**src/rtl/coa_pkg.sv**
```systemverilog
// constants and types for the operand addressing block
package coa_pkg;
  localparam int unsigned COA_DW          = 8;
  localparam logic [7:0]  COA_RST_BYTE    = 8'h00;
  localparam logic [15:0] COA_RST_PTR     = 16'h0000;
  localparam logic [1:0]  COA_LEN_TWO     = 2'h2;
  localparam logic [1:0]  COA_LEN_THREE   = 2'h3;
  localparam logic [7:0]  COA_PTR_STEP    = 8'h01;

  // addressing modes, selected by the opcode decoder outside this block
  typedef enum logic [3:0] {
    COA_SRC_IMM      = 4'h0,
    COA_SRC_DIR      = 4'h1,
    COA_SRC_IDX      = 4'h2,
    COA_DST_DIR      = 4'h3,
    COA_DST_IDX      = 4'h4,
    COA_DST_DIR_IMM  = 4'h5,
    COA_DST_IDX_IMM  = 4'h6,
    COA_MEM_MOVE     = 4'h7,
    COA_IND_SRC_INC  = 4'h8,
    COA_IND_DST_INC  = 4'h9
  } coa_mode_t;

  // register selected as source or destination
  typedef enum logic [1:0] {
    COA_REG_ACC   = 2'h0,
    COA_REG_FLAGS = 2'h1,
    COA_REG_SP    = 2'h2,
    COA_REG_IDX   = 2'h3
  } coa_reg_t;

  // sequencer states, gray coded along the fetch path
  typedef enum logic [2:0] {
    COA_ST_IDLE  = 3'b000,
    COA_ST_OP1   = 3'b001,
    COA_ST_OP2   = 3'b011,
    COA_ST_RD    = 3'b010,
    COA_ST_PTR   = 3'b110,
    COA_ST_EXEC  = 3'b111,
    COA_ST_INC   = 3'b101
  } coa_state_t;
endpackage

```
**src/rtl/coa_alu.sv**
```systemverilog
// combinational two-source alu used by every addressing mode except memory move and the indirect modes
`timescale 1ns/100ps
module coa_alu
  import coa_pkg::*;
(
  input  wire logic [2:0] op,
  input  wire logic [7:0] src_a,
  input  wire logic [7:0] src_b,
  output logic      [7:0] result
);
  // 0 move, 1 add, 2 sub, 3 and, 4 or, 5 xor; others pass src_b
  always_comb begin
    unique case (op)
      3'h0:    result = src_b;
      3'h1:    result = src_a + src_b;
      3'h2:    result = src_a - src_b;
      3'h3:    result = src_a & src_b;
      3'h4:    result = src_a | src_b;
      3'h5:    result = src_a ^ src_b;
      default: result = src_b;
    endcase
  end
endmodule

```
**src/rtl/coa_core.sv**
```systemverilog
// operand addressing sequencer: fetch operands, form addresses, place results
`timescale 1ns/100ps
module coa_core
  import coa_pkg::*;
(
  input  wire logic        clk,
  input  wire logic        rst_b,
  input  wire logic        start,
  input  wire logic [3:0]  mode,
  input  wire logic [2:0]  alu_op,
  input  wire logic [1:0]  reg_sel,
  input  wire logic        reg_space,
  input  wire logic [7:0]  prog_data,
  input  wire logic [7:0]  mem_rdata,
  output logic             busy,
  output logic             done,
  output logic             prog_req,
  output logic      [7:0]  instr_pointer_high,
  output logic      [7:0]  instr_pointer_low,
  output logic             mem_rd,
  output logic             mem_wr,
  output logic             mem_reg_space,
  output logic      [7:0]  mem_addr,
  output logic      [7:0]  mem_wdata,
  output logic      [7:0]  acc,
  output logic      [7:0]  flags,
  output logic      [7:0]  stack_pointer,
  output logic      [7:0]  index_reg
);
  coa_state_t state;
  coa_state_t next_state;
  coa_mode_t  cur_mode;
  coa_mode_t  next_cur_mode;
  logic [2:0] op_q;
  logic [2:0] next_op_q;
  logic [1:0] sel_q;
  logic [1:0] next_sel_q;
  logic       space_q;
  logic       next_space_q;
  logic [7:0] opnd1;
  logic [7:0] next_opnd1;
  logic [7:0] opnd2;
  logic [7:0] next_opnd2;
  logic [7:0] rdata;
  logic [7:0] next_rdata;
  logic [7:0] ptr;
  logic [7:0] next_ptr;
  logic [7:0] next_acc;
  logic [7:0] next_flags;
  logic [7:0] next_stack_pointer;
  logic [7:0] next_index_reg;
  logic       next_busy;
  logic       next_done;
  logic       next_prog_req;
  logic       next_mem_rd;
  logic       next_mem_wr;
  logic       next_mem_reg_space;
  logic [7:0] next_mem_addr;
  logic [7:0] next_mem_wdata;
  logic       pc_step;
  logic [7:0] alu_a;
  logic [7:0] alu_b;
  logic [7:0] alu_y;

  // operand plus index, carry thrown away
  function automatic logic [7:0] idx_addr(input logic [7:0] base, input logic [7:0] x);
    logic [8:0] sum;
    sum = {1'b0, base} + {1'b0, x};
    return sum[7:0];
  endfunction

  // register picked by the opcode's register field
  function automatic logic [7:0] pick_reg(input logic [1:0] s, input logic [7:0] a,
                                          input logic [7:0] f, input logic [7:0] sp,
                                          input logic [7:0] x);
    logic [7:0] v;
    v = a;
    if (s == COA_REG_FLAGS) v = f;
    if (s == COA_REG_SP)    v = sp;
    if (s == COA_REG_IDX)   v = x;
    return v;
  endfunction

  function automatic logic three_byte(input coa_mode_t m);
    return (m == COA_DST_DIR_IMM) || (m == COA_DST_IDX_IMM) || (m == COA_MEM_MOVE);
  endfunction

  coa_pc u_pc (
    .clk                (clk),
    .rst_b              (rst_b),
    .step               (pc_step),
    .instr_pointer_high (instr_pointer_high),
    .instr_pointer_low  (instr_pointer_low)
  );

  coa_alu u_alu (
    .op     (op_q),
    .src_a  (alu_a),
    .src_b  (alu_b),
    .result (alu_y)
  );

  // alu sources per mode: destination modes use memory contents as first source
  always_comb begin
    alu_a = pick_reg(sel_q, acc, flags, stack_pointer, index_reg);
    alu_b = rdata;
    unique case (cur_mode)
      COA_SRC_IMM:                   alu_b = opnd1;
      COA_DST_DIR:                   alu_a = rdata;
      COA_DST_IDX:                   begin alu_a = rdata; alu_b = acc; end
      COA_DST_DIR_IMM, COA_DST_IDX_IMM: begin alu_a = rdata; alu_b = opnd2; end
      default:                       alu_a = pick_reg(sel_q, acc, flags, stack_pointer, index_reg);
    endcase
    if (cur_mode == COA_DST_DIR) alu_b = pick_reg(sel_q, acc, flags, stack_pointer, index_reg);
  end

  // pc advances once for each program byte taken
  assign pc_step = prog_req;

  // sequencer: opcode taken at start, then one state per byte or access
  always_comb begin
    next_state         = state;
    next_cur_mode      = cur_mode;
    next_op_q          = op_q;
    next_sel_q         = sel_q;
    next_space_q       = space_q;
    next_opnd1         = opnd1;
    next_opnd2         = opnd2;
    next_rdata         = rdata;
    next_ptr           = ptr;
    next_acc           = acc;
    next_flags         = flags;
    next_stack_pointer = stack_pointer;
    next_index_reg     = index_reg;
    next_busy          = 1'b1;
    next_done          = 1'b0;
    next_prog_req      = 1'b0;
    next_mem_rd        = 1'b0;
    next_mem_wr        = 1'b0;
    next_mem_reg_space = space_q;
    next_mem_addr      = mem_addr;
    next_mem_wdata     = mem_wdata;
    unique case (state)
      COA_ST_IDLE: begin
        next_busy = 1'b0;
        if (start) begin
          next_cur_mode = coa_mode_t'(mode);
          next_op_q     = alu_op;
          next_sel_q    = reg_sel;
          // memory move and indirect modes work in ram only
          next_space_q  = reg_space && (mode < COA_MEM_MOVE);
          next_prog_req = 1'b1;    // operand 1 byte follows
          next_busy     = 1'b1;
          next_state    = COA_ST_OP1;
        end
      end
      COA_ST_OP1: begin
        next_opnd1 = prog_data;
        if (three_byte(cur_mode)) begin
          next_prog_req = 1'b1;
          next_state    = COA_ST_OP2;
        end else if (cur_mode == COA_SRC_IMM) begin
          next_state = COA_ST_EXEC;
        end else begin
          next_mem_rd   = 1'b1;
          next_mem_addr = prog_data;
          if (cur_mode == COA_SRC_IDX || cur_mode == COA_DST_IDX)
            next_mem_addr = idx_addr(prog_data, index_reg);
          next_state = (cur_mode >= COA_IND_SRC_INC) ? COA_ST_PTR : COA_ST_RD;
        end
      end
      COA_ST_OP2: begin
        next_opnd2  = prog_data;
        next_mem_rd = 1'b1;
        unique case (cur_mode)
          COA_MEM_MOVE:    next_mem_addr = prog_data;
          COA_DST_IDX_IMM: next_mem_addr = idx_addr(opnd1, index_reg);
          default:         next_mem_addr = opnd1;
        endcase
        next_state = COA_ST_RD;
      end
      COA_ST_PTR: begin
        // pointer fetched; now access the location it names
        next_ptr      = mem_rdata;
        next_mem_addr = mem_rdata;
        if (cur_mode == COA_IND_SRC_INC) begin
          next_mem_rd = 1'b1;
          next_state  = COA_ST_RD;
        end else begin
          next_mem_wr    = 1'b1;
          next_mem_wdata = acc;
          next_state     = COA_ST_INC;
        end
      end
      COA_ST_RD: begin
        next_rdata = mem_rdata;
        next_state = COA_ST_EXEC;
      end
      COA_ST_EXEC: begin
        next_done  = 1'b1;
        next_state = COA_ST_IDLE;
        unique case (cur_mode)
          COA_SRC_IMM: begin
            // immediate result may land in any of the four registers
            unique case (coa_reg_t'(sel_q))
              COA_REG_ACC:   next_acc           = alu_y;
              COA_REG_FLAGS: next_flags         = alu_y;
              COA_REG_SP:    next_stack_pointer = alu_y;
              COA_REG_IDX:   next_index_reg     = alu_y;
            endcase
          end
          COA_SRC_DIR, COA_SRC_IDX: begin
            // memory sources only reach acc or index; a flags or sp select falls back to acc
            if (sel_q == COA_REG_IDX) begin
              next_index_reg = alu_y;
            end else begin
              next_acc = alu_y;
            end
          end
          COA_IND_SRC_INC: begin
            next_acc       = rdata;
            next_mem_wr    = 1'b1;
            next_mem_addr  = opnd1;
            next_mem_wdata = ptr + COA_PTR_STEP;
          end
          COA_MEM_MOVE: begin
            next_mem_wr    = 1'b1;
            next_mem_addr  = opnd1;
            next_mem_wdata = rdata;
          end
          default: begin
            // destination modes write back; source register untouched
            next_mem_wr    = 1'b1;
            next_mem_wdata = alu_y;
          end
        endcase
      end
      COA_ST_INC: begin
        next_mem_wr    = 1'b1;
        next_mem_addr  = opnd1;
        next_mem_wdata = ptr + COA_PTR_STEP;
        next_done      = 1'b1;
        next_state     = COA_ST_IDLE;
      end
      default: next_state = COA_ST_IDLE;
    endcase
  end

  always_ff @(posedge clk or negedge rst_b) begin
    if (!rst_b) begin
      state         <= COA_ST_IDLE;
      cur_mode      <= COA_SRC_IMM;
      op_q          <= 3'h0;
      sel_q         <= 2'h0;
      space_q       <= 1'b0;
      opnd1         <= COA_RST_BYTE;
      opnd2         <= COA_RST_BYTE;
      rdata         <= COA_RST_BYTE;
      ptr           <= COA_RST_BYTE;
      acc           <= COA_RST_BYTE;
      flags         <= COA_RST_BYTE;
      stack_pointer <= COA_RST_BYTE;
      index_reg     <= COA_RST_BYTE;
      busy          <= 1'b0;
      done          <= 1'b0;
      prog_req      <= 1'b0;
      mem_rd        <= 1'b0;
      mem_wr        <= 1'b0;
      mem_reg_space <= 1'b0;
      mem_addr      <= COA_RST_BYTE;
      mem_wdata     <= COA_RST_BYTE;
    end else begin
      state         <= next_state;
      cur_mode      <= next_cur_mode;
      op_q          <= next_op_q;
      sel_q         <= next_sel_q;
      space_q       <= next_space_q;
      opnd1         <= next_opnd1;
      opnd2         <= next_opnd2;
      rdata         <= next_rdata;
      ptr           <= next_ptr;
      acc           <= next_acc;
      flags         <= next_flags;
      stack_pointer <= next_stack_pointer;
      index_reg     <= next_index_reg;
      busy          <= next_busy;
      done          <= next_done;
      prog_req      <= next_prog_req;
      mem_rd        <= next_mem_rd;
      mem_wr        <= next_mem_wr;
      mem_reg_space <= next_mem_reg_space;
      mem_addr      <= next_mem_addr;
      mem_wdata     <= next_mem_wdata;
    end
  end
endmodule

```
**src/rtl/coa_pc.sv**
```systemverilog
// split instruction pointer, high and low byte holders
`timescale 1ns/100ps
module coa_pc
  import coa_pkg::*;
(
  input  wire logic        clk,
  input  wire logic        rst_b,
  input  wire logic        step,
  output logic      [7:0]  instr_pointer_high,
  output logic      [7:0]  instr_pointer_low
);
  logic [7:0] next_instr_pointer_high;
  logic [7:0] next_instr_pointer_low;

  // carry out of the low byte ripples into the high byte
  always_comb begin
    {next_instr_pointer_high, next_instr_pointer_low} =
      {instr_pointer_high, instr_pointer_low};
    if (step) begin
      {next_instr_pointer_high, next_instr_pointer_low} =
        {instr_pointer_high, instr_pointer_low} + 16'h0001;
    end
  end

  always_ff @(posedge clk or negedge rst_b) begin
    if (!rst_b) begin
      instr_pointer_high <= COA_RST_BYTE;
      instr_pointer_low  <= COA_RST_BYTE;
    end else begin
      instr_pointer_high <= next_instr_pointer_high;
      instr_pointer_low  <= next_instr_pointer_low;
    end
  end
endmodule

```
**config.mk**
```make
export PLATFORM = sky130hd
export DESIGN_NAME = coa_core
export DESIGN_NICKNAME = d
export VERILOG_FILES = /design/src/rtl/coa_pkg.sv /design/src/rtl/coa_alu.sv /design/src/rtl/coa_core.sv /design/src/rtl/coa_pc.sv
export SDC_FILE = /design/constraint.sdc
export NUM_CORES = 1
export LEC_CHECK = 0
export BUFFER_PORTS_ARGS = -buffer_cell sky130_fd_sc_hd__buf_2
export CORE_MARGIN = 2
export CORE_UTILIZATION = 45
export DETAILED_ROUTE_END_ITERATION = 12
export PLACE_DENSITY = 0.67
export SYNTH_ARGS = -nofsm -noshare
export SYNTH_HDL_FRONTEND = slang
export SYNTH_HIERARCHICAL = 1
export SYNTH_SLANG_ARGS = --single-unit
```
**constraint.sdc**
```tcl
create_clock -name clk -period 4.6 [get_ports clk]
set_input_delay 0.46 -clock clk [delete_from_list [all_inputs] [get_ports clk]]
set_output_delay 0.46 -clock clk [all_outputs]
set_load 0.05 [all_outputs]
```
======== After elaboration in Yosys (flattened, before gate mapping) ========
Index checks and enable logic that the tools add are counted.
cells by class
  $lt $le $gt $ge ......................... 2
  bitwise logic cells ..................... 3
  equal/unequal tests ..................... 30
  mux-type cells .......................... 37
  shift operators ......................... 0
  divide/modulo/power cells ............... 0
  add/subtract/negate cells ............... 6
  reductions and logical operators ........ 23
  multipliers ............................. 0
operator list
  cell                                            count
  two-way mux 8 bit                               12
  one-hot mux 8 bit (3 select lines)              4
  one-hot mux 8 bit (5 select lines)              2
  adder 8 bit                                     3
  adder 16 x 1 -> 16 bit (second input constant)  1
  == test 4 x 3 -> 1 bit (second input constant)  4
  one-hot mux 8 bit (2 select lines)              1
  == test 3 bit (second input constant)           5
  two-way mux 3 bit                               5
  one-hot mux 3 bit (5 select lines)              1
  != test 2 bit (second input constant)           7
  == test 3 x 2 -> 1 bit (second input constant)  4
  AND reduction 3 bit                             4
  two-way mux 1 bit                               9
  adder 8 x 1 -> 8 bit (second input constant)    1
  AND 8 bit                                       1
  == test 4 x 2 -> 1 bit (second input constant)  2
  OR 8 bit                                        1
  AND reduction 4 bit                             2
  OR reduction 2 bit                              4
  subtractor 8 bit                                1
  bitwise XOR 8 bit                               1
  == test 3 x 1 -> 1 bit (second input constant)  2
  one-hot mux 1 bit (3 select lines)              2
  18 further kinds                                22
word-level totals
  ROM bits ................................ 0
  RAM bits ................................ 0
  output and inout port bits .............. 70
  word-level logic and storage cells ...... 124
  memories ................................ 0
  flip-flop bits (word level) ............. 115
  input bits .............................. 29
  bits in latches ......................... 0

======== Depth between registers and ports, before layout ========
  word-level depth ........................ 9
  gate-level depth with buffers ........... 24
  gate-level depth less buffers ........... 22

======== Cells and area by module ========
The synthesis kept the hierarchy.
by module, submodules not included
  module    cells an instance  seq. area each (sq um)  instances  area each (sq um)
  coa_core  604                2477.4                  1          6062.1
  coa_alu   147                0.0                     1          1028.5
  coa_pc    56                 400.4                   1          718.2

======== Least setup slack after synthesis ========
No wires, ideal clock.
  kind .................................... reg-to-reg
  start ................................... register cur_mode[1]
  end ..................................... register mem_wdata[6]
  library setup time ...................... 77 ps
  required time ........................... 4523 ps
  period minus slack after synthesis ...... 4339 ps
  arrival time ............................ 4262 ps
  path slack .............................. 261 ps
  buffers on the path ..................... 2
  stages on the path, launching flop included .. 22
  cells stage by stage .................... dfrtp_1 buf_6 nor2_2 and2_1 clkbuf_1 nand2_1 o21ai_0 nand2b_1 a21oi_1 inv_1 ha_1 mux2_2 fa_1 nor2b_1 o31a_1 o21ai_0 nor4bb_1 a2111oi_0 a22oi_1 o21ai_1 a221oi_1 o21ai_1
between the ends
  word-level cells in the longest chain between the ends .. 8
  elaborated cells between the ends (all ways) .. 26
  those cells by class .................... add/sub (2); eq/ne (10); mux (6); bitwise (3); reduce/logical (5)
RTL lines
  what                                                    RTL line                      RTL
  from (decl)                                             coa_core.sv:32                coa_mode_t cur_mode;
  from (signal assigned)                                  coa_core.sv:274               cur_mode <= next_cur_mode;
  == test 4 x 3 -> 1 bit                                  coa_core.sv:107               unique case (cur_mode)
  OR reduction 2 bit                                      -
  one-hot mux 8 bit (3 select lines)                      coa_core.sv:107
  two-way mux 8 bit (*)                                   coa_core.sv:114               if (cur_mode == COA_DST_DIR) alu_b = pick_reg(sel_q, acc, flags, stack_pointer, index_reg);
  via alu_b[0]                                            coa_core.sv:62                logic [7:0] alu_b;
  subtractor 8 bit / adder 8 bit (equally long branches)  coa_alu.sv:16, coa_alu.sv:15
  one-hot mux 8 bit (5 select lines) (*)                  coa_alu.sv:13                 unique case (op)
  via alu_y[6]                                            coa_core.sv:63                logic [7:0] alu_y;
  one-hot mux 8 bit (3 select lines) (*)                  coa_core.sv:202               unique case (cur_mode)
  one-hot mux 8 bit (3 select lines) (*)                  coa_core.sv:143               unique case (state)
  to (signal assigned)                                    coa_core.sv:293               mem_wdata <= next_mem_wdata;
  to (decl)                                               coa_core.sv:24                output logic [7:0] mem_wdata,
Mark *: on every way through the listed nets, which the timed path passes. The rest lies on a longest branch.
A chain may end at the register's enable or synchronous reset.

======== Worst setup path in the final report ========
  start ................................... register cur_mode[0]
  end ..................................... register mem_wdata[6]
Same word-level chain as after synthesis.

==> qor.yml <==
cts_htree_levels: 4
synthFlopType: "dfrtp_1"
die_w_um: 136
cts_tree: "done"
drt_iter0_drc: 688
path_buf_inv: 3
cts_root_buf: "clkbuf_16"
status: "finished clean"
viasPerCell: 5.95
end_kind: "register"
arrival_ns: 4.55
numPortBuffers: 98
synth-adder-area-share: 0.0718
place_hpwl_um: 17400
boundaryPins: 99
grt_use_total: 0.258
skew_ns: 0.00584
layout_setup_ws_ns: 0.320
timing.max_cap.violations: 0
async_flop_share: 1.00
grt_max_degree: 54
dieHeight_um: 136
cp_data_required_time_ns: 4.87
critPathLaunchType: "register"
synth.area.top_cells: "dfrtp_1 37%, mux2_2 9.8%, ha_1 6.4%"
tightest_slew_ns: 1.00
period_share: 0.931
synth_compound_gate_area_share: 0.176
worstSetupPathType: "register to register"
routedWlPerCell_um: 20.3
finalMaxSlewViolations: 0
grt_antenna_before_repair: 0
initial_utilization: 0.456
synth_xor_area_frac: 0.0479
setup_viol: 0
synthTopCellsByCount: "115 x dfrtp_1, 82 x nand2_1, 68 x mux2_2"
synth_cells: 807
worst_hold_slack_ns: 0.265
hold_class: "input port to register"
first_global_vias: 6337
fmaxAchievable_mhz: 234
synth-simple-area-share: 0.158
die-area_um2: 18400
drt.antenna.violating_nets: 0
remaining_drc_errors: 0
cts_max_path_buffers: 2
cts_buffers: 17
wirelength_um: 23200
ys_types: 84
ys_ff_latch: 115
finalHoldViolations: 0
synth_top_area_cell: "dfrtp_1"
critical-path-top-delay-family: "compound AO/OA/AOI/OAI gates"
via_count: 6827
synth_edf_count: 0
dr.pass1.iters: 5
yosysMostFrequentCell: "dfrtp_1"
core-area_um2: 17100
slew_headroom: 0.330
synth_fp_nets: 879
overflow: 0
slowest_stage: "dfrtp_1"
avgSynthCellArea_um2: 9.68
critPathMaxStageDelay_ns: 0.41
crit_chain: "nor2_2 > buf_4 > a21oi_1 > o21ai_0 > nand2b_1 > a21oi_2 > inv_1 > ha_1 > and3_1 > nor2_1 > xnor2_1 > ha_1 > o21a_1 > o31a_1 > o21ai_0 > nor4bb_2 > a2111oi_2 > buf_4 > a22oi_1 > o21ai_1 > a221oi_1 > o21ai_1"
fin_crit_ns: 4.28
r2r_slack_ns: 0.32
antenna_cells: 0
muxShareOfSynthArea: 0.138
post_route_cells_drive_above_1_share: 0.288
gp_congestion: 0.950
synth_top_area_frac: 0.369
clock-sinks: 115
preCtsSetupSlack_ns: 0.236
synthesis.area_um2: 7810
synth_top_family_by_area: "compound AO/OA/AOI/OAI gates"
clkSlewWorstSetupHoldPaths_ns: 0.06
area_delta_synth_final_pct: 17.3
final_nets: 982
clock_latency_ns: 0.42
cts_setup_buffers: 0
rows: 48
ys_seq_area_frac: 0.369
crit_fanout: 22
yosys_warnings: 6
grt_first_pass_wirelength_um: 35900
==> worst paths after layout <==
kind / startpoint / end / cells past startpoint
max in group asynchronous: rst_b / stack_pointer[6] / 3
hold / removal: alu_op[2] / op_q[2] / 2
setup / recovery: cur_mode[0] / mem_wdata[6] / 22
setup reg to reg: cur_mode[0] / mem_wdata[6] / 22
hold reg to reg: next_mem_reg_space / mem_reg_space / 0
min in group asynchronous: rst_b / u_pc/instr_pointer_low[4] / 2
==> cells by family after synthesis <==
kind of cell | count (synthesis)
DFF | 115
muxes | 89
and+or+nand+nor | 243
adders and majority gates | 43
buffers and inverters | 71
AOI/OAI and AO/OA | 205
xor gates and xnor gates | 41
==> per-stage QoR <==
step	utilization	cell area [µm²]	instances	TNS (ns)
final	0.535	9160	1148	0
after global routing	0.535	9160	1148	-0.0882
after CTS	0.534	9140	1148	0
after detailed placement	0.500	8560	1115	0
after global placement	0.500	8560	1115	0
after floorplan	-	7810	807	0
==> layout by cell type (no fill, tap or decap), types with 10 or more instances in the layout <==
cell	Yosys	routed
dfrtp_1	115	115
buf_2	18	97
nand2_1	82	82
mux2_2	68	68
nor2_1	65	65
a21oi_1	49	47
o21ai_0	42	42
ha_1	40	40
inv_1	32	32
xnor2_1	29	29
buf_4	3	24
clkbuf_16	0	17
nor3_1	13	13
o22ai_1	12	12
mux2i_1	12	12
nand2b_1	11	11
nand3_1	11	11
a21o_1	11	11
xor2_1	10	10
a222oi_1	10	10
==> area by class of cell <==
class / count / area [µm²]
Clock buffer: 18 / 439
Clock inverter: 14 / 126
Fill cell: 1566 / 7960
Inverter: 33 / 124
Multi-Input combinational cell: 621 / 4630
Sequential cell: 115 / 2880
Tap cell: 225 / 282
Timing Repair Buffer: 122 / 676
==> layer usage <==
layer,GRT usage,part of all wire
met5,0,0
met4,0.0955,0.022
met3,0.0531,0.086
met2,0.386,0.44
met1,0.369,0.45
==> repair_timing <==
action / in CTS / in global routing
hold buffers: 1 / 0
endpoints found under the hold margin: 29 / 0
endpoints found under the setup margin: 0 / 9
resized for setup: 0 / 5
Power is not shown: default switching activity piles up to over one toggle a cycle in this logic, so the estimate is an artifact.
